File: src/hdl/acris_pkg.sv
// shared constants and types for the converter clock, reset and input-select block
package acris_pkg;
  // register map, byte addresses
  localparam logic [11:0] ACRIS_CTRL_ADDR = 12'h000;
  localparam logic [11:0] ACRIS_STATUS_ADDR = 12'h004;
  localparam logic [11:0] ACRIS_ID_ADDR = 12'h008;
  // arbitrary neutral value
  localparam logic [31:0] ACRIS_ID_VALUE = 32'h0000_a5c1;

  // ctrl field positions
  localparam int ACRIS_SEL_LSB = 0;
  localparam int ACRIS_GAIN_LSB = 4;
  localparam int ACRIS_MODE_LSB = 12;

  // values after reset
  localparam logic [2:0] ACRIS_SEL_RESET = 3'h1;
  localparam logic [5:0] ACRIS_GAIN_RESET = 6'h0a;
  localparam logic [1:0] ACRIS_MODE_RESET = 2'h0;

  // legal gain codes, others mute
  localparam logic [5:0] ACRIS_GAIN_MIN = 6'h0a;
  localparam logic [5:0] ACRIS_GAIN_MAX = 6'h36;

  // input select codes meaning mute
  localparam logic [2:0] ACRIS_SEL_MUTE_LO = 3'h0;
  localparam logic [2:0] ACRIS_SEL_MUTE_HI = 3'h7;

  // clock ratios as master clocks per sample
  localparam logic [9:0] ACRIS_RATIO_256 = 10'h100;
  localparam logic [9:0] ACRIS_RATIO_384 = 10'h180;
  localparam logic [9:0] ACRIS_RATIO_512 = 10'h200;
  localparam logic [9:0] ACRIS_RATIO_768 = 10'h300;
  // classification limits, midway between ratios
  localparam logic [9:0] ACRIS_LIM_320 = 10'h140;
  localparam logic [9:0] ACRIS_LIM_448 = 10'h1c0;
  localparam logic [9:0] ACRIS_LIM_640 = 10'h280;

  // reset hold in master clocks, then valid delay in sample periods
  localparam logic [10:0] ACRIS_HOLD_CLOCKS = 11'h400;
  localparam int ACRIS_VALID_FRAMES = 4500;
  localparam int ACRIS_BITS_PER_FRAME = 64;

  // bus clock and the slowest rate at which 768x may not be used
  localparam int ACRIS_PCLK_HZ = 10_000_000;
  localparam int ACRIS_FS_LIMIT_HZ = 88_200;
  localparam logic [15:0] ACRIS_FS_LIMIT_CYCLES = 16'(ACRIS_PCLK_HZ / ACRIS_FS_LIMIT_HZ);

  typedef enum logic [1:0] {
    ACRIS_R256 = 2'b00,
    ACRIS_R384 = 2'b01,
    ACRIS_R512 = 2'b10,
    ACRIS_R768 = 2'b11
  } acris_ratio_t;

  typedef enum logic [1:0] {
    ACRIS_SLAVE = 2'b00,
    ACRIS_MASTER_256 = 2'b01,
    ACRIS_MASTER_384 = 2'b10,
    ACRIS_MASTER_512 = 2'b11
  } acris_mode_t;

  typedef struct packed {
    acris_mode_t mode;
    logic [5:0] gain;
    logic [2:0] sel;
  } acris_ctrl_t;

  typedef struct packed {
    logic filter_clk;
    logic mod_clk;
    logic frame_clk;
    logic frame_tick;
  } acris_clks_t;
endpackage

File: src/hdl/acris_clk_div.sv
// divides master clock ticks into filter, modulator, bit and frame clocks
`timescale 1ns/10ps
module acris_clk_div
  import acris_pkg::*;
(
  input wire logic pclk,
  input wire logic presetn,
  input wire logic clear,
  input wire logic tick,
  input wire acris_ratio_t ratio,
  output acris_clks_t clks
);
  logic [2:0] cnt;
  logic [4:0] bit_cnt;
  logic mod_ph;
  logic frame_ph;
  wire logic [2:0] div_len;
  wire logic [2:0] half_len;
  wire logic wrap;
  wire logic bit_wrap;

  // ticks per filter clock period: ratio / 128
  assign div_len = (ratio == ACRIS_R256) ? 3'd2 :
                   (ratio == ACRIS_R384) ? 3'd3 :
                   (ratio == ACRIS_R512) ? 3'd4 : 3'd6;
  // odd length keeps the longer half high
  assign half_len = 3'((div_len + 3'd1) >> 1);
  assign wrap = tick && (cnt == 3'(div_len - 3'd1));
  assign bit_wrap = wrap && mod_ph && (bit_cnt == 5'h1f);

  always_ff @(posedge pclk or negedge presetn) begin
    if (!presetn) begin
      cnt <= 3'd0;
      bit_cnt <= 5'd0;
      mod_ph <= 1'b0;
      frame_ph <= 1'b0;
      clks <= '0;
    end else if (clear) begin
      cnt <= 3'd0;
      bit_cnt <= 5'd0;
      mod_ph <= 1'b0;
      frame_ph <= 1'b0;
      clks <= '0;
    end else begin
      clks.frame_tick <= 1'b0;
      if (tick) begin
        cnt <= wrap ? 3'd0 : 3'(cnt + 3'd1);
        // filter at 128 fs
        clks.filter_clk <= wrap ? 1'b1 : (3'(cnt + 3'd1) < half_len);
      end
      if (wrap) begin
        // modulator at 64 fs, also the bit clock
        mod_ph <= ~mod_ph;
        clks.mod_clk <= ~mod_ph;
        if (mod_ph) begin
          bit_cnt <= 5'(bit_cnt + 5'd1);
        end
      end
      if (bit_wrap) begin
        // one frame per 64 bit clocks
        frame_ph <= ~frame_ph;
        clks.frame_clk <= ~frame_ph;
        clks.frame_tick <= ~frame_ph;
      end
    end
  end
endmodule

File: src/hdl/acris_top.sv
// clock ratio detect, clock division, power-on reset and input select control
// Contract
// - master clock may be 256, 384, 512 or 768 times the sample rate.
// - in slave mode the ratio is measured from the frame clock.
// - 768x never in master mode, nor in slave mode at 88.2/96 kHz (slave mode only flags it in ratio_err, the divider keeps 768x).
// - divide master clock to 128 fs filter and 64 fs modulator clocks.
// - hold reset 1024 master clocks after supply good; outputs read zero.
// - samples invalid until 4500 sample periods after reset release.
// - reset release must not need the master clock at that moment.
// - input and gain selections apply immediately when written.
// - selection changes are abrupt, with no zero-cross or smoothing.
// - select codes 1..6 pick inputs; 0 and 7 mute; default input 1.
// - mode 00 slave (default); 01, 10, 11 master at 256, 384, 512.
// - in master mode drive bit and frame clocks, bit = 64 x frame.
//
// The placing of the registers and the APB register port are this design's own decisions.
`timescale 1ns/10ps
module acris_top
  import acris_pkg::*;
#(
  parameter int VALID_FRAMES = ACRIS_VALID_FRAMES
)
(
  input wire logic pclk,
  input wire logic presetn,
  input wire logic psel,
  input wire logic penable,
  input wire logic pwrite,
  input wire logic [11:0] paddr,
  input wire logic [31:0] pwdata,
  output logic [31:0] prdata,
  output logic pready,
  output logic pslverr,
  input wire logic master_clock_in,
  input wire logic supply_good,
  input wire logic bit_clock_in,
  input wire logic frame_clock_in,
  output logic bit_clock_out,
  output logic bit_clock_oe,
  output logic frame_clock_out,
  output logic frame_clock_oe,
  output logic filter_clk,
  output logic mod_clk,
  output logic core_reset,
  output logic [2:0] input_select,
  output logic input_mute,
  output logic [5:0] pga_gain,
  output logic pga_mute,
  input wire logic [23:0] sample_in,
  input wire logic sample_strobe,
  output logic [23:0] sample_out,
  output logic sample_out_strobe,
  output logic data_valid
);
  // power-up sequence: hold, then settle, then valid
  typedef enum logic [1:0] {
    ACRIS_PWR_HOLD = 2'b00,
    ACRIS_PWR_SETTLE = 2'b01,
    ACRIS_PWR_VALID = 2'b10
  } acris_pwr_t;

  acris_ctrl_t ctrl;
  acris_ratio_t detected_ratio;
  acris_clks_t clks;
  logic mclk_prev;
  logic frame_prev;
  logic [9:0] tick_count;
  logic [15:0] period_count;
  logic [15:0] frame_period;
  logic [10:0] hold_count;
  logic [12:0] valid_count;
  logic ratio_seen;
  acris_pwr_t pwr_state;
  acris_pwr_t next_pwr;

  // bus decode
  wire logic bus_access;
  wire logic bus_write;
  wire logic hit_ctrl;
  wire logic hit_status;
  wire logic hit_id;
  wire logic hit_any;
  wire logic [31:0] ctrl_word;
  wire logic [31:0] status_word;
  wire logic [31:0] read_mux;
  wire acris_ctrl_t next_ctrl;
  wire logic bus_setup;
  wire logic next_pslverr;
  wire logic [31:0] next_prdata;

  // link side events
  wire logic mclk_tick;
  wire logic frame_rise;
  wire logic is_master;
  wire acris_ratio_t active_ratio;
  wire acris_ratio_t next_detected;
  wire logic ratio_err;
  wire logic hold_done;
  wire logic frame_event;
  wire logic valid_done;
  wire logic [2:0] next_select;
  wire logic sel_mute;
  wire logic gain_mute;
  wire logic next_core_reset;
  wire logic next_data_valid;

  assign bus_access = psel && penable && pready;
  assign bus_write = bus_access && pwrite;
  assign hit_ctrl = (paddr == ACRIS_CTRL_ADDR);
  assign hit_status = (paddr == ACRIS_STATUS_ADDR);
  assign hit_id = (paddr == ACRIS_ID_ADDR);
  assign hit_any = hit_ctrl || hit_status || hit_id;
  assign bus_setup = psel && !penable;

  assign ctrl_word = {18'h0, ctrl.mode, 2'h0, ctrl.gain, 1'b0, ctrl.sel};
  assign status_word = {25'h0, data_valid, core_reset, ratio_err, is_master,
                        ratio_seen, active_ratio};
  assign read_mux = hit_ctrl ? ctrl_word :
                    hit_status ? status_word :
                    hit_id ? ACRIS_ID_VALUE : 32'h0000_0000;

  // the mode field carries no 768x code, so master mode cannot select it
  assign next_ctrl.sel = pwdata[ACRIS_SEL_LSB +: 3];
  assign next_ctrl.gain = pwdata[ACRIS_GAIN_LSB +: 6];
  assign next_ctrl.mode = acris_mode_t'(pwdata[ACRIS_MODE_LSB +: 2]);

  // APB slave: answers in the first access cycle, unmapped gives pslverr
  assign next_pslverr = bus_setup && !hit_any;
  assign next_prdata = (bus_setup && !pwrite) ? read_mux : 32'h0000_0000;
  always_ff @(posedge pclk or negedge presetn) begin
    if (!presetn) begin
      pready <= 1'b0;
      pslverr <= 1'b0;
      prdata <= 32'h0000_0000;
    end else begin
      pready <= bus_setup;
      pslverr <= next_pslverr;
      prdata <= next_prdata;
    end
  end

  always_ff @(posedge pclk or negedge presetn) begin
    if (!presetn) begin
      ctrl.sel <= ACRIS_SEL_RESET;
      ctrl.gain <= ACRIS_GAIN_RESET;
      ctrl.mode <= ACRIS_SLAVE;
    end else if (bus_write && hit_ctrl) begin
      ctrl <= next_ctrl;
    end
  end

  // selections reach the front end the cycle after the write, no boundary wait
  // no zero-cross or ramp here; downstream must mute around changes
  assign sel_mute = (ctrl.sel == ACRIS_SEL_MUTE_LO) || (ctrl.sel == ACRIS_SEL_MUTE_HI);
  assign next_select = sel_mute ? 3'h0 : ctrl.sel;
  assign gain_mute = (ctrl.gain < ACRIS_GAIN_MIN) || (ctrl.gain > ACRIS_GAIN_MAX);

  always_ff @(posedge pclk or negedge presetn) begin
    if (!presetn) begin
      input_select <= ACRIS_SEL_RESET;
      input_mute <= 1'b0;
      pga_gain <= ACRIS_GAIN_RESET;
      pga_mute <= 1'b0;
    end else begin
      input_select <= next_select;
      input_mute <= sel_mute;
      pga_gain <= ctrl.gain;
      pga_mute <= gain_mute;
    end
  end

  // master clock sampled as a level; a rising edge is one system clock
  assign mclk_tick = master_clock_in && !mclk_prev;
  assign frame_rise = frame_clock_in && !frame_prev;
  assign is_master = (ctrl.mode != ACRIS_SLAVE);

  always_ff @(posedge pclk or negedge presetn) begin
    if (!presetn) begin
      mclk_prev <= 1'b0;
      frame_prev <= 1'b0;
    end else begin
      mclk_prev <= master_clock_in;
      frame_prev <= frame_clock_in;
    end
  end

  // classify master clocks per frame into the four ratios
  assign next_detected = (tick_count < ACRIS_LIM_320) ? ACRIS_R256 :
                         (tick_count < ACRIS_LIM_448) ? ACRIS_R384 :
                         (tick_count < ACRIS_LIM_640) ? ACRIS_R512 : ACRIS_R768;

  always_ff @(posedge pclk or negedge presetn) begin
    if (!presetn) begin
      tick_count <= 10'h000;
      period_count <= 16'h0000;
      frame_period <= 16'hffff;
      detected_ratio <= ACRIS_R256;
      ratio_seen <= 1'b0;
    end else if (is_master) begin
      // no detection in master mode, the host sets the ratio
      tick_count <= 10'h000;
      period_count <= 16'h0000;
      ratio_seen <= 1'b0;
    end else if (frame_rise) begin
      detected_ratio <= next_detected;
      ratio_seen <= 1'b1;
      frame_period <= period_count;
      tick_count <= mclk_tick ? 10'h001 : 10'h000;
      period_count <= 16'h0001;
    end else begin
      // saturate so a stopped frame clock does not wrap the measure
      if (mclk_tick && tick_count != 10'h3ff) begin
        tick_count <= 10'(tick_count + 10'h001);
      end
      if (period_count != 16'hffff) begin
        period_count <= 16'(period_count + 16'h0001);
      end
    end
  end

  assign active_ratio = !is_master ? detected_ratio :
                        (ctrl.mode == ACRIS_MASTER_256) ? ACRIS_R256 :
                        (ctrl.mode == ACRIS_MASTER_384) ? ACRIS_R384 : ACRIS_R512;

  // 768x at 88.2 kHz or faster is flagged, yet the divider still runs at 768x
  assign ratio_err = !is_master && ratio_seen && (detected_ratio == ACRIS_R768) &&
                     (frame_period <= ACRIS_FS_LIMIT_CYCLES);

  // count master clocks from supply good, restart on its loss
  assign hold_done = (hold_count == ACRIS_HOLD_CLOCKS);

  always_ff @(posedge pclk or negedge presetn) begin
    if (!presetn) begin
      hold_count <= 11'h000;
    end else if (!supply_good) begin
      hold_count <= 11'h000;
    end else if (mclk_tick && !hold_done) begin
      hold_count <= 11'(hold_count + 11'h001);
    end
  end

  acris_clk_div u_div (
    .pclk(pclk),
    .presetn(presetn),
    .clear(core_reset),
    .tick(mclk_tick),
    .ratio(active_ratio),
    .clks(clks)
  );

  // frame source is the generated clock in master mode, the pin in slave
  assign frame_event = is_master ? clks.frame_tick : frame_rise;
  assign valid_done = (valid_count == 13'(VALID_FRAMES));

  always_ff @(posedge pclk or negedge presetn) begin
    if (!presetn) begin
      valid_count <= 13'h0000;
    end else if (core_reset) begin
      valid_count <= 13'h0000;
    end else if (frame_event && !valid_done) begin
      valid_count <= 13'(valid_count + 13'h0001);
    end
  end

  // loss of supply wins over every other step, from any state
  // settle ends only on counted frames; a stalled frame clock keeps data invalid
  always_comb begin
    next_pwr = pwr_state;
    case (pwr_state)
      ACRIS_PWR_HOLD: begin
        if (hold_done) begin
          next_pwr = ACRIS_PWR_SETTLE;
        end
      end
      ACRIS_PWR_SETTLE: begin
        if (valid_done) begin
          next_pwr = ACRIS_PWR_VALID;
        end
      end
      ACRIS_PWR_VALID: begin
        next_pwr = ACRIS_PWR_VALID;
      end
      default: begin
        next_pwr = ACRIS_PWR_HOLD;
      end
    endcase
    if (!supply_good) begin
      next_pwr = ACRIS_PWR_HOLD;
    end
  end

  assign next_core_reset = (next_pwr == ACRIS_PWR_HOLD);
  assign next_data_valid = (next_pwr == ACRIS_PWR_VALID);

  // release timed by the bus clock, so a master clock stopped after the
  // last hold edge still lets reset go
  always_ff @(posedge pclk or negedge presetn) begin
    if (!presetn) begin
      pwr_state <= ACRIS_PWR_HOLD;
      core_reset <= 1'b1;
      data_valid <= 1'b0;
    end else begin
      pwr_state <= next_pwr;
      core_reset <= next_core_reset;
      data_valid <= next_data_valid;
    end
  end

  always_ff @(posedge pclk or negedge presetn) begin
    if (!presetn) begin
      sample_out <= 24'h00_0000;
      sample_out_strobe <= 1'b0;
    end else begin
      sample_out_strobe <= sample_strobe;
      if (!next_data_valid) begin
        sample_out <= 24'h00_0000;
      end else if (sample_strobe) begin
        sample_out <= sample_in;
      end
    end
  end

  // clock pins: driven only in master mode, inputs unused beyond sampling
  always_ff @(posedge pclk or negedge presetn) begin
    if (!presetn) begin
      bit_clock_out <= 1'b0;
      bit_clock_oe <= 1'b0;
      frame_clock_out <= 1'b0;
      frame_clock_oe <= 1'b0;
      filter_clk <= 1'b0;
      mod_clk <= 1'b0;
    end else begin
      bit_clock_out <= is_master && clks.mod_clk;
      bit_clock_oe <= is_master;
      frame_clock_out <= is_master && clks.frame_clk;
      frame_clock_oe <= is_master;
      filter_clk <= clks.filter_clk;
      mod_clk <= clks.mod_clk;
    end
  end

  // slave bit clock is accepted but not needed by this block
  wire logic unused_bit_clock;
  assign unused_bit_clock = bit_clock_in;
endmodule

File: config.mk
export PLATFORM = sky130hd
export DESIGN_NAME = acris_top
export DESIGN_NICKNAME = d
export VERILOG_FILES = /design/src/hdl/acris_pkg.sv /design/src/hdl/acris_clk_div.sv /design/src/hdl/acris_top.sv
export SDC_FILE = /design/constraint.sdc
export NUM_CORES = 1
export LEC_CHECK = 0
export BUFFER_PORTS_ARGS = -buffer_cell sky130_fd_sc_hd__buf_2
export CELL_PAD_IN_SITES_DETAIL_PLACEMENT = 1
export CELL_PAD_IN_SITES_GLOBAL_PLACEMENT = 2
export CORE_MARGIN = 5
export CORE_UTILIZATION = 25
export DETAILED_ROUTE_END_ITERATION = 10
export PLACE_DENSITY_LB_ADDON = 0.1
export SLEW_MARGIN = 10
export SYNTH_ARGS = -nofsm -noshare
export SYNTH_HDL_FRONTEND = slang
export SYNTH_SLANG_ARGS = --single-unit
File: constraint.sdc
create_clock -name pclk -period 4.8 [get_ports pclk]
set_input_delay 0.24 -clock pclk [delete_from_list [all_inputs] [get_ports pclk]]
set_output_delay 0.24 -clock pclk [all_outputs]
set_load 0.01 [all_outputs]
# --- Word-level counts from Yosys, hierarchy flattened ---
# Cells that the tools add are included.
word_totals:
  regBits: 159
  inputBits: 78
  output_inout_bits: 78
  elab_cells: 170
op_classes:
  n_mux: 48
  n_eq_ne: 19
  n_reduce_logical: 48
  n_bitwise: 3
  magnitude_cmp: 7
  add_sub_neg: 8
op_table:
  columns: ["op", "count"]
  rows:
  - ["$mux 16", 7]
  - ["$mux 24", 2]
  - ["$mux 10", 3]
  - ["$mux 13", 2]
  - ["$mux 11", 2]
  - ["$logic_and 1x1->1", 20]
  - ["$lt 10x9->1 const B", 2]
  - ["$mux 2", 10]
  - ["$mux 3", 6]
  - ["$add 16x1->16 const B", 1]
  - ["$le 16x7->1 const B", 1]
  - ["$ne 16x16->1 const B", 1]
  - ["$mux 5", 3]
  - ["$reduce_bool 2->1", 7]
  - ["$add 13x1->13 const B", 1]
  - ["$eq 13x13->1 const B", 1]
  - ["$eq 12x3->1 const B", 1]
  - ["$eq 12x4->1 const B", 1]
  - ["$logic_not 12->1", 1]
  - ["$add 11x1->11 const B", 1]
  - ["$eq 11x11->1 const B", 1]
  - ["$mux 1", 11]
  - ["$add 10x1->10 const B", 1]
  - ["$eq 2x2->1 const B", 5]
  - ["23 further kinds", 42]

# --- Logic depth before layout (Yosys ltp) ---
# Gate-level depths: netlist (run 1).
depth:
  word_depth: 15
  mapped_depth: 11
  depth_no_buf: 10

# --- Hierarchy ---
# From an unflattened synthesis (run 1), not the netlist that was laid out.
unflattened:
  cells_unflattened: 692
  hier_area_um2: 7317.0
modules_own_cells:
  columns: ["module", "cells_per_inst", "seq_area_each_um2", "instances", "area_per_inst_um2"]
  rows:
  - ["acris_top", 617, 3555.9, 1, 6545.0]
  - ["acris_clk_div", 75, 325.3, 1, 772.0]

# --- Worst setup path after synthesis (run 1) ---
# OpenSTA, ideal clock, no wires.
synth_path:
  path_kind: "register to register"
  start: "register ctrl[9] in the netlist's numbering"
  end: "register u_div.bit_cnt[2]"
  path_stages_with_launch: 10
  required_ns: 4.680
  setup_ns: 0.120
  path_buffers: 1
  synth_period_minus_slack_ns: 2.643
  arrival_ns: 2.523
  path_slack_ns: 2.157
  cell_sequence: "dfrtp_1 -> inv_1 -> ha_1 -> buf_2 -> mux2_2 -> ha_1 -> xor2_1 -> nor4_4 -> a21oi_1 -> a31o_2"
synth_between:
  elab_chain_cells: 13
  elab_cells_between_ends: 17
  classes_between: "1 x add/sub; 5 x eq/ne; 6 x mux; 5 x reduce/logical"
synth_rtl:
  columns: ["item", "line", "rtl"]
  rows:
  - ["start, declared", "acris_top.sv:62", "acris_ctrl_t ctrl;"]
  - ["start signal, assigned", "acris_top.sv:148", "ctrl <= next_ctrl;"]
  - ["$eq 2x2->1", "acris_top.sv:223", "(ctrl.mode == ACRIS_MASTER_384) ? ACRIS_R384 : ACRIS_R512;"]
  - ["$mux 2", "acris_top.sv:223", null]
  - ["$mux 2", "acris_top.sv:222", "(ctrl.mode == ACRIS_MASTER_256) ? ACRIS_R256 :"]
  - ["$mux 2 (*)", "acris_top.sv:221", "assign active_ratio = !is_master ? detected_ratio :"]
  - ["$eq 2x2->1", "acris_clk_div.sv:25", "(ratio == ACRIS_R512) ? 3'd4 : 3'd6;"]
  - ["$mux 2", "acris_clk_div.sv:25", null]
  - ["$mux 3", "acris_clk_div.sv:24", "(ratio == ACRIS_R384) ? 3'd3 :"]
  - ["$mux 3 (*)", "acris_clk_div.sv:23", "assign div_len = (ratio == ACRIS_R256) ? 3'd2 :"]
  - ["$sub 3x1->3 (*)", "acris_clk_div.sv:28", "assign wrap = tick && (cnt == 3'(div_len - 3'd1));"]
  - ["$eq 3x3->1 (*)", "acris_clk_div.sv:28", null]
  - ["$logic_and 1x1->1 (*)", "acris_clk_div.sv:28", null]
  - ["$reduce_bool 2->1 (no source line) (*)", null, null]
  - ["$reduce_and 2->1 (no source line) (*)", null, null]
  - ["end signal, assigned", "acris_clk_div.sv:56", "bit_cnt <= 5'(bit_cnt + 5'd1);"]
  - ["end, declared", "acris_clk_div.sv:14", "logic [4:0] bit_cnt;"]
# Mark *: on every way between the ends. The rest lies on a longest branch, timed or not.
# A chain may end at the register's enable or synchronous reset.

# --- Worst setup path in the final report (run 1) ---
# Ends and elaborated chain as after synthesis.

==> results.txt, run 1 <==
Layout cell share with drive strength beyond 1 - 25.03%
# port buffers - 115
Post-DR wirelength/cell - 15.80 um
# setup viols final - 0
Final setup TNS - 0 ns
Critical path depth - 8
Initial antenna violation count - 0
Pwr per Cell Area - 329.4 nW/um^2
Area grow syn2layout - 20.22%
Startpoint types - flop
Post-synthesis async set-or-reset flop share - 100.0%
Final period util - 63.23%
Distinct cell type count after synthesis - 66
DRC errors left - 0
CP arrival - 3.35 ns
Reg2reg start - ctrl[9]$_DFFE_PN0P_
Final WL - 18,950 um
Die ar. - 32,430 sq um
Worst R2R End - u_div.bit_cnt[2]$_DFFE_PN0P_
Crit path capture - u_div.bit_cnt[2]$_DFFE_PN0P_
Slowest stage cell, crit path - nor4_4
EDFF count, synth - 0
Ys flop type - dfrtp_1
First-pass GRT wire length - 32,220 um
Most frequent CP cell - ha_1
Clk pin slew, worst setup/hold paths - 0.07 ns
Insertion delay to the later sink of the worst-skew pair - 0.43 ns
Clk root buf - clkbuf_16
Worst Path Max Fanout - 12
Routed Antenna Nets - 0
CP Capture Type - flop
N_diodes - 0
Die height - 180.1 um
Fin Clk Skew - 0.01465 ns
RSZ-0062 raised after global routing - no
Hpwl dp - 13,340 um
Placer congestion estimate - 0.7339
Setup CP Type - reg2reg
Power after layout - 2.865 mW
Min Tclk post-route - 3.035 ns
Initial core utilization - 25.27%
Final Hold Fails - 0
Reg2Reg Depth - 8
Vias - 5,420
Worst path cell trace - inv_1 > ha_1 > mux2_2 > ha_1 > xor2_1 > nor4_4 > a21oi_1 > a31o_2
Iteration count of the initial detailed-routing pass - 4
Yosys reg bits - 154
DR vias/cell - 4.520
GR met3 Demand/Resource - 3.432%
Run status - complete, no violations
Slew @ Worst Pin - 0.8158 ns
Required time of the worst setup path - 5.11 ns
Clock Tree Buf Depth - 2
Core area - 28,630 sq um
Worst Hold Class - in2reg
Met1 usage - 15.67%
Die width - 180.1 um
Top Usage Layer GRT - met2
Mapped cell area - 7233 sq um
Total CTS buffers - 17
Max Freq - 329.5 MHz
Worst path buffer plus inverter count - 1
Pleak - 4.129 nW
Syn avg cell area - 10.51 sq um
H-tree depth - 4
CTS tree - done
# clock sinks - 154
Setup crit start - ctrl[9]$_DFFE_PN0P_
Register area share after synthesis - 53.66%
Initial DRC Count - 182
Pins over their slew limit - 0
Yosys warning count - 0
Slew HR - 45.61%
Max_cap viols - 0
Crit-path max cell delay - 0.62 ns
Largest net degree at the start of global routing - 62
R2R setup slack - 1.76 ns
Nets - 895
Site row count - 62
Ports - 156
Gate Count Post-Synth - 688
Met2 Use GR - 20.06%
GRT Total Usage - 12.05%
Kind of cell adding the most delay to the critical path - adder cells
Grt ovf - 0
Vias in the first global route - 6,049
Max IR drop VDD - 0.0002194 V
## cell families (layout without fill, tap and decap cells)
logic type | count (synthesis) | in the layout | share of synthesized area (%)
flops | 154 | 154 | 53.66
fa+ha+maj | 15 | 15 | 2.595
buf+inv | 63 | 173 | 4.930
other cells | 1 | 18 | 0.05184
compound gates | 88 | 88 | 7.698
simple gates | 300 | 300 | 21.90
xor+xnor | 20 | 20 | 2.422
mux | 47 | 47 | 6.746
## worst min-delay path by stage
stage | endpoint | depth (start not counted) | slack, ns | startpoint
final | mclk_prev$_DFF_PN0_ | 1 | 0.02 | master_clock_in
after global routing | mclk_prev$_DFF_PN0_ | 1 | 0.007 | master_clock_in
after CTS | mclk_prev$_DFF_PN0_ | 1 | 0.009 | master_clock_in
after detailed placement | valid_count[9]$_DFFE_PN0P_ | 1 | 0.23 | presetn
after global placement | valid_count[9]$_DFFE_PN0P_ | 1 | 0.21 | presetn
after floorplan | bit_clock_out$_DFF_PN0_ | 0 | -0.06 | presetn
## registers in the layout, indices dropped and copies added (netlist names), 5 cells and up
register       cells
sample_out        24
period_count      16
frame_period      15
prdata            13
valid_count       13
ctrl              11
hold_count        11
tick_count        10
pga_gain           6
u_div.bit_cnt      5
## cell usage after synthesis (all sizes together), types with 4 or more instances
cell type  count  share of area, %
nand2b         8              0.69
a211oi         4              0.48
a21oi         30               2.1
nor2b          9              0.78
buf           33               3.4
ha            15               2.6
clkbuf        13              0.67
and3          12               1.0
nor3          11              0.76
nor4          11               1.3
nor4b          5              0.69
or3           18               1.6
and2          13               1.1
nand4         15               1.6
o21a           5              0.52
nor2          68               3.5
nand3         28               1.9
mux2          14               2.2
o21ai         22               1.5
mux2i         33               4.6
inv           17              0.88
nand2         79               4.1
o31ai          5              0.52
xor2           8              0.97
xnor2         12               1.5
dfstp         22               8.0
dfrtp        132                46
and4           6              0.76
## power breakdown
part / switching, mW / total (mW) / leakage (nW) / internal (mW)
combinational: 0.117 / 0.184 / 1.82 / 0.0669
clock: 0.618 / 1.30 / 0.273 / 0.685
sequential: 0.0380 / 1.38 / 2.04 / 1.34
## per-stage QoR
step | cell area (sq um) | instances | util [%] | setup slack (ns) | hold slack, ns
final | 8696 | 1199 | 30.38 | 1.765 | 0.02306
after global routing | 8696 | 1199 | 30.38 | 1.432 | 0.007464
after CTS | 8696 | 1199 | 30.38 | 1.709 | 0.009409
after detailed placement | 8112 | 1164 | 28.34 | 1.714 | 0.2284
after global placement | 8112 | 1164 | 28.34 | 1.811 | 0.2108
after floorplan | 7297 | 705 | - | 2.157 | -0.05559
## what timing repair did
item / CTS / global route
buffers inserted: 0 / 0
hold endpoints to repair: 45 / 0
hold buffers: 3 / 0
gates resized for setup: 0 / 0
## routing by layer
layer | routed length [um] | part of all wire [%] | vias to the layer above
li1 | - | - | 2597
met1 | 8908 | 47 | 2714
met2 | 9063 | 48 | 95
met3 | 804 | 4.2 | 14
met4 | 173 | 0.91 | 0
met5 | 0 | 0 | -
## worst reg2reg max path, delay by kind of cell, from the launching register on
kind	cells	cell delay (ns)
adders and majority gates	2	0.80
and+or+nand+nor	1	0.62
muxes	1	0.44
DFF	1	0.38
AOI/OAI and AO/OA	2	0.38
xor gates and xnor gates	1	0.22
buffers and inverters	1	0.10
## layout by cell type (no fill, tap or decap), types with 4 or more instances in the layout
cell,instances
dfrtp_1,132
buf_2,114
nand2_1,79
nor2_1,68
mux2i_1,33
a21oi_1,30
nand3_1,28
o21ai_0,22
dfstp_2,22
conb_1,18
inv_1,17
or3_1,17
clkbuf_16,17
ha_1,15
mux2_2,14
nand4_1,13
and2_1,13
and3_1,12
xnor2_1,12
nor3_1,11
nor2b_1,9
nor4_1,8
nand2b_1,8
xor2_1,8
inv_6,7
buf_4,6
and4_1,5
o21a_1,5
o31ai_1,5
nor4b_1,4
## cell type report
| class | instances | area [sq um] |
|---|---|---|
| flip-flops and latches | 154 | 3881 |
| multi-input cells | 488 | 3059 |
| inverters | 17 | 63.81 |
| clock buffers | 18 | 429.2 |
| fillers | 3239 | 19930 |
| well taps | 384 | 480.5 |
| repair buffers | 124 | 656.9 |
| clock inverters | 14 | 125.1 |
No activity file was read; power rests on OpenSTA's default activity.
==> inputs of run 2 (changes only) <==
- ABC_AREA: not set -> 1
- clock period: 4.8 -> 3 ns (I/O delays scaled with it)
==> results.txt, run 2 <==
Worst hold slack - 0.02194 ns
GRT Total Usage - 13.87%
Slew HR - 44.57%
Final Hold Fails - 0
Insertion delay to the later sink of the worst-skew pair - 0.43 ns
Routed Antenna Nets - 0
Slew @ Worst Pin - 0.8306 ns
Reg2reg start - ctrl[9]$_DFFE_PN0P_
Hpwl dp - 16,720 um
N_diodes - 0
Max reg flops - 24
Final WL - 23,640 um
Final setup TNS - 0 ns
Clk pin slew, worst setup/hold paths - 0.06 ns
Worst Path Max Fanout - 7
Placer congestion estimate - 0.7454
Area grow syn2layout - 25.75%
Final period util - 79.86%
Clock share of power - 51.3%
RSZ-0062 raised after global routing - no
P_sw - 1.054 mW
Top cells by area in the synthesized netlist - dfrtp_1 (43%), nand2_1 (12%), dfstp_2 (7.5%)
Post-Layout Cell Count - 1,492
CTS tree - done
Worst R2R End - u_div.frame_ph$_DFFE_PN0P_
Cell internal pwr - 3.662 mW
Reg2Reg Depth - 11
Site row count - 64
Yosys top cell area share - 42.73%
Setup CP Type - reg2reg
Hold endpoint - ctrl[10]$_DFFE_PN0P_
Mux share of post-synthesis cell area - 0%
# setup viols final - 0
Max Freq - 417.4 MHz
Most frequent CP cell - nand2_1
Die height - 185.8 um
Largest Register - sample_out
Synth Area in Simple Gates - 28.46%
Largest net degree at the start of global routing - 76
Run status - complete, no violations
First-pass GRT wire length - 37,810 um
EDFF count, synth - 0
Clock Tree Buf Depth - 2
Pleak - 4.619 nW
Max_cap viols - 0
Largest family of logic cells by synthesized area - simple AND/OR/NAND/NOR gates
Grt ovf - 0
Worst path cell trace - inv_1 > ha_1 > o21ai_0 > ha_1 > xnor2_1 > nand2_1 > nor2_1 > nand2_1 > inv_1 > nand3_1 > nand2_1
R2R setup slack - 0.60 ns
Final core utilization - 31.78%
Min Tclk post-route - 2.396 ns
Flop pwr share - 44.3%
Switching share of total power - 22.35%
Mapped cell area - 7730 sq um
Max IR drop VDD - 0.0003600 V
H-tree depth - 4
Distinct cell type count after synthesis - 41
Layout cell share with drive strength beyond 1 - 19.98%
Total CTS buffers - 17
Combinational power share - 4.5%
Vias - 6,620
Hold Path Cell Cnt - 3
Ports - 156
Fin Clk Skew - 0.01235 ns
Syn avg cell area - 8.330 sq um
Largest registers - sample_out x24, period_count x16, frame_period x15
Yosys warning count - 0
Nets - 1,176
Hold path start - pwdata[13]
Worst Hold Class - in2reg
Pwr per Cell Area - 485.2 nW/um^2
Die width - 185.8 um
Required time of the worst setup path - 3.37 ns
Gate Count Post-Synth - 928
Slowest stage cell, crit path - dfrtp_1
Placed cell count - 1,419
# fillers - 3,679
Post-Synth XOR/XNOR Area - 1.473%
Synth Area in Compound Gates - 9.242%
Design Area, Final - 9721 sq um
# port buffers - 115
Post-DR wirelength/cell - 15.84 um
Initial core utilization - 25.27%
Ys flop type - dfrtp_1
Most common cell after layout, fill and taps aside - nand2_1
# clock sinks - 154
Yosys reg bits - 154
Vias in the first global route - 6,878
Clk root buf - clkbuf_16
Initial antenna violation count - 0
Post-CTS Resized - 0
Startpoint types - flop
Initial DRC Count - 283
CP Capture Type - flop
Adder and majority cell fraction of the synthesized area - 2.428%
CP arrival - 2.76 ns
Iteration count of the initial detailed-routing pass - 4
Post-synthesis async set-or-reset flop share - 100.0%
Most frequent cells in the layout - nand2_1 (239), dfrtp_1 (132), buf_2 (114), inv_1 (91), nor2_1 (90)
DR vias/cell - 4.437
Post-synth top area cell - dfrtp_1
Core area - 30,590 sq um
Die ar. - 34,540 sq um
Top-count cell post-synth - nand2_1
Worst path buffer plus inverter count - 2
Kind of cell adding the most delay to the critical path - simple AND/OR/NAND/NOR gates
Post-Place Cell Area - 8668 sq um
Pins over their slew limit - 0
Crit-path max cell delay - 0.36 ns
Register area share after synthesis - 50.21%
Commonest cells post-synth - nand2_1 (239), dfrtp_1 (132), inv_1 (91)
DRC errors left - 0
## run 2: metal layers
metal | up-vias | GRT usage (%) | share of wire, %
met2 | 75 | 23.28 | 49
met3 | 17 | 2.306 | 3.0
li1 | 3286 | - | -
met5 | - | 0 | 0
met4 | 0 | 4.255 | 1.3
met1 | 3242 | 18.38 | 46
## run 2: cells by family after synthesis
| family | after synthesis |
|---|---|
| xor+xnor | 13 |
| compound gates | 123 |
| other cells | 1 |
| buf+inv | 136 |
| simple gates | 486 |
| flops | 154 |
| fa+ha+maj | 15 |
## run 2: through the flow
stage / power [mW] / setup slack (ns)
after floorplan: 2.201 / 0.8515
after global placement: 2.301 / 0.5371
after detailed placement: 2.301 / 0.5323
after CTS: 4.830 / 0.5058
after global routing: 4.927 / 0.2901
final: 4.716 / 0.6042
## run 2: power groups by stage
stage                     Combinational, mW  Clock (mW)  Sequential, mW
final                                 0.210        2.42            2.09
after global routing                  0.238        2.60            2.09
after CTS                             0.218        2.53            2.09
after detailed placement              0.176           0            2.12
after global placement                0.176           0            2.12
after floorplan                      0.0756           0            2.13
## run 2: what timing repair did
| item | CTS | global route |
|---|---|---|
| setup buffers | 0 | 0 |
| hold buffers | 41 | 0 |
| endpoints found under the hold margin | 110 | 0 |
## run 2: worst reg2reg max path, cell delays in order, from the launching register on
cell and delay (ns):
dfrtp_1 0.36, inv_1 0.11, ha_1 0.24, o21ai_0 0.35, ha_1 0.33, xnor2_1 0.16, nand2_1 0.06, nor2_1 0.14
nand2_1 0.19, inv_1 0.17, nand3_1 0.14, nand2_1 0.09
## run 2: layout make-up
cell class / count / area [sq um] / area share [%]
Sequential cell: 154 / 3881 / 39.93
Multi-Input combinational cell: 655 / 3283 / 33.78
Timing Repair Buffer: 164 / 1077 / 11.08
Tap cell: 396 / 495.5 / 5.097
Clock buffer: 20 / 446.7 / 4.595
Inverter: 91 / 341.6 / 3.514
Clock inverter: 12 / 195.2 / 2.008
## run 2: worst max-delay path by stage
stage,slack [ns],depth (start not counted),to,from
2_1_floorplan,0.85,12,u_div.clks[1]$_DFFE_PN0P_,ctrl[9]$_DFFE_PN0P_
3_3_place_gp,0.54,11,u_div.clks[1]$_DFFE_PN0P_,ctrl[9]$_DFFE_PN0P_
3_5_place_dp,0.53,12,u_div.clks[1]$_DFFE_PN0P_,ctrl[9]$_DFFE_PN0P_
4_1_cts,0.51,12,u_div.frame_ph$_DFFE_PN0P_,ctrl[9]$_DFFE_PN0P_
5_1_grt,0.29,12,u_div.frame_ph$_DFFE_PN0P_,ctrl[9]$_DFFE_PN0P_
6_report,0.60,11,u_div.frame_ph$_DFFE_PN0P_,ctrl[9]$_DFFE_PN0P_
==> inputs of run 3 (changes only) <==
- clock period: 3 -> 2.05 ns (I/O delays scaled with it)
==> results.txt, run 3 (same netlist as run 2, synthesis figures left out) <==
Clock share of power - 48.8%
# setup viols final - 0
Final period util - 98.42%
Met2 wire length - 12,010 um
Clock Tree Buf Depth - 2
Startpoint types - flop
Max_cap viols - 0
H-tree depth - 4
Worst Hold Class - in2reg
Post-DR wirelength/cell - 15.73 um
Cell internal pwr - 4.935 mW
CP arrival - 2.34 ns
Total CTS buffers - 17
Max reg flops - 24
Vias in the first global route - 7,024
Insertion delay to the later sink of the worst-skew pair - 0.43 ns
Placer congestion estimate - 0.7252
N_diodes - 0
Max IR drop VDD - 0.0005948 V
Pwr per Cell Area - 658.5 nW/um^2
Site row count - 64
Ports - 156
CP Capture Type - flop
Run status - complete, no violations
Combinational power share - 4.9%
Vias - 6,684
Final Hold Fails - 0
Layout cell share with drive strength beyond 1 - 23.84%
Initial DRC Count - 334
Setup CP Type - reg2reg
Iteration count of the initial detailed-routing pass - 4
# port buffers - 115
Die height - 185.8 um
Largest Register - sample_out
Clk pin slew, worst setup/hold paths - 0.07 ns
Most frequent cells in the layout - nand2_1 (236), dfrtp_1 (132), buf_2 (114), nor2_1 (88), inv_1 (87)
# fillers - 3,665
Crit-path max cell delay - 0.37 ns
Flop pwr share - 46.2%
Worst path buffer plus inverter count - 3
Hpwl dp - 17,610 um
Slew @ Worst Pin - 0.6718 ns
Die ar. - 34,540 sq um
First-pass GRT wire length - 38,130 um
Post-route worst setup slack - 0.03241 ns
Final WL - 23,920 um
DRT met1 WL - 11,080 um
Pleak - 4.749 nW
CTS tree - done
Die width - 185.8 um
Slew HR - 54.74%
Final setup TNS - 0 ns
Switching share of total power - 25.18%
Pre-CTS WS - -0.2227 ns
Pins over their slew limit - 0
Largest net degree at the start of global routing - 48
Min Tclk post-route - 2.018 ns
Max Freq - 495.6 MHz
Fin Clk Skew - 0.01073 ns
Area grow syn2layout - 29.57%
Highest routed layer - met4
Grt ovf - 0
Most common cell after layout, fill and taps aside - nand2_1
Kind of cell adding the most delay to the critical path - adder cells
Largest registers - sample_out x24, period_count x16, frame_period x15
Slowest stage cell, crit path - dfrtp_1
Initial core utilization - 25.27%
Worst path cell trace - inv_2 > ha_4 > o21ai_4 > inv_1 > ha_1 > xor2_1 > nand2_1 > nor2_4 > nand2_2 > buf_4 > nand3_1 > nand2_1
Required time of the worst setup path - 2.37 ns
P_sw - 1.661 mW
RSZ-0062 raised after global routing - yes
Most frequent CP cell - nand2_1
# clock sinks - 154
Worst Path Max Fanout - 4
DRC errors left - 0
Nets - 1,204
GRT Total Usage - 13.94%
Core area - 30,590 sq um
Routed Antenna Nets - 0
DR vias/cell - 4.397
Initial antenna violation count - 0
Clk root buf - clkbuf_16
Routed met3 length - 635 um
## run 3: cell count changes in the layout (fill, tap and decap cells not counted), moves of 4 or more
cell and delta:
bufinv_16 -4, buf_4 +26, ha_1 -4, inv_2 +4, clkinv_2 -4, o21ai_0 -4
inv_1 -4
## run 3: worst paths after layout
path                                     startpoint                      endpoint  slack (ns)  cells past startpoint
worst max-delay path            ctrl[9]$_DFFE_PN0P_  u_div.bit_cnt[1]$_DFFE_PN0P_        0.03                     12
worst min-delay path                           psel              pready$_DFF_PN0_        0.04                      4
worst max register to register  ctrl[9]$_DFFE_PN0P_  u_div.bit_cnt[1]$_DFFE_PN0P_        0.03                     12
worst min register to register  ctrl[3]$_DFFE_PN0P_         pga_gain[0]$_DFF_PN0_        0.38                      0
max in group asynchronous                   presetn           ctrl[0]$_DFFE_PN1P_        1.21                      3
min in group asynchronous                   presetn   valid_count[11]$_DFFE_PN0P_        0.17                      2
## run 3: final cells by class
cell class	count	area [sq um]	area share (%)
tap	396	495.5	4.947
multi-input combinational	655	3390	33.84
timing repair buffer	192	1313	13.10
clock inverter	14	156.4	1.562
sequential	154	3881	38.75
inverter	91	341.6	3.410
clock buffer	18	439.2	4.385
## run 3: repair_timing
action,CTS,global route
pin swaps,1,7
setup buffers,0,2
hold endpoints to repair,121,0
hold buffers,41,0
endpoints found under the setup margin,44,19
gates resized for setup,11,16
## run 3: stage by stage
stage / hold slack [ns] / cells / util (%) / area [sq um] / total power [mW]
3_5_place_dp: 0.06690 / 1445 / 29.07 / 8891 / 3.379
3_3_place_gp: 0.06499 / 1445 / 29.07 / 8891 / 3.379
5_1_grt: 0.04431 / 1520 / 32.74 / 10020 / 6.895
2_1_floorplan: -0.1931 / 945 / - / 7796 / 3.221
4_1_cts: 0.02562 / 1518 / 32.45 / 9926 / 6.736
6_report: 0.04465 / 1520 / 32.74 / 10020 / 6.595
## run 3: per-layer routing
layer  vias to the layer above  track usage (%)
met4                         0            2.885
met1                      3251            18.19
met2                        78            24.22
met5                         -                0
li1                       3345                -
met3                        10            2.580
## run 3: tightest hold or removal path: cells and delay by family
kind,cells,cell delay [ns]
buffers and inverters,3,0.29
AND/OR/NAND/NOR,1,0.05
## run 3: power groups by stage
stage / clock [mW] / combinational [mW] / sequential (mW)
after global placement: 0 / 0.272 / 3.11
after global routing: 3.48 / 0.368 / 3.05
after CTS: 3.35 / 0.336 / 3.05
final: 3.22 / 0.325 / 3.05
after detailed placement: 0 / 0.272 / 3.11
after floorplan: 0 / 0.111 / 3.11
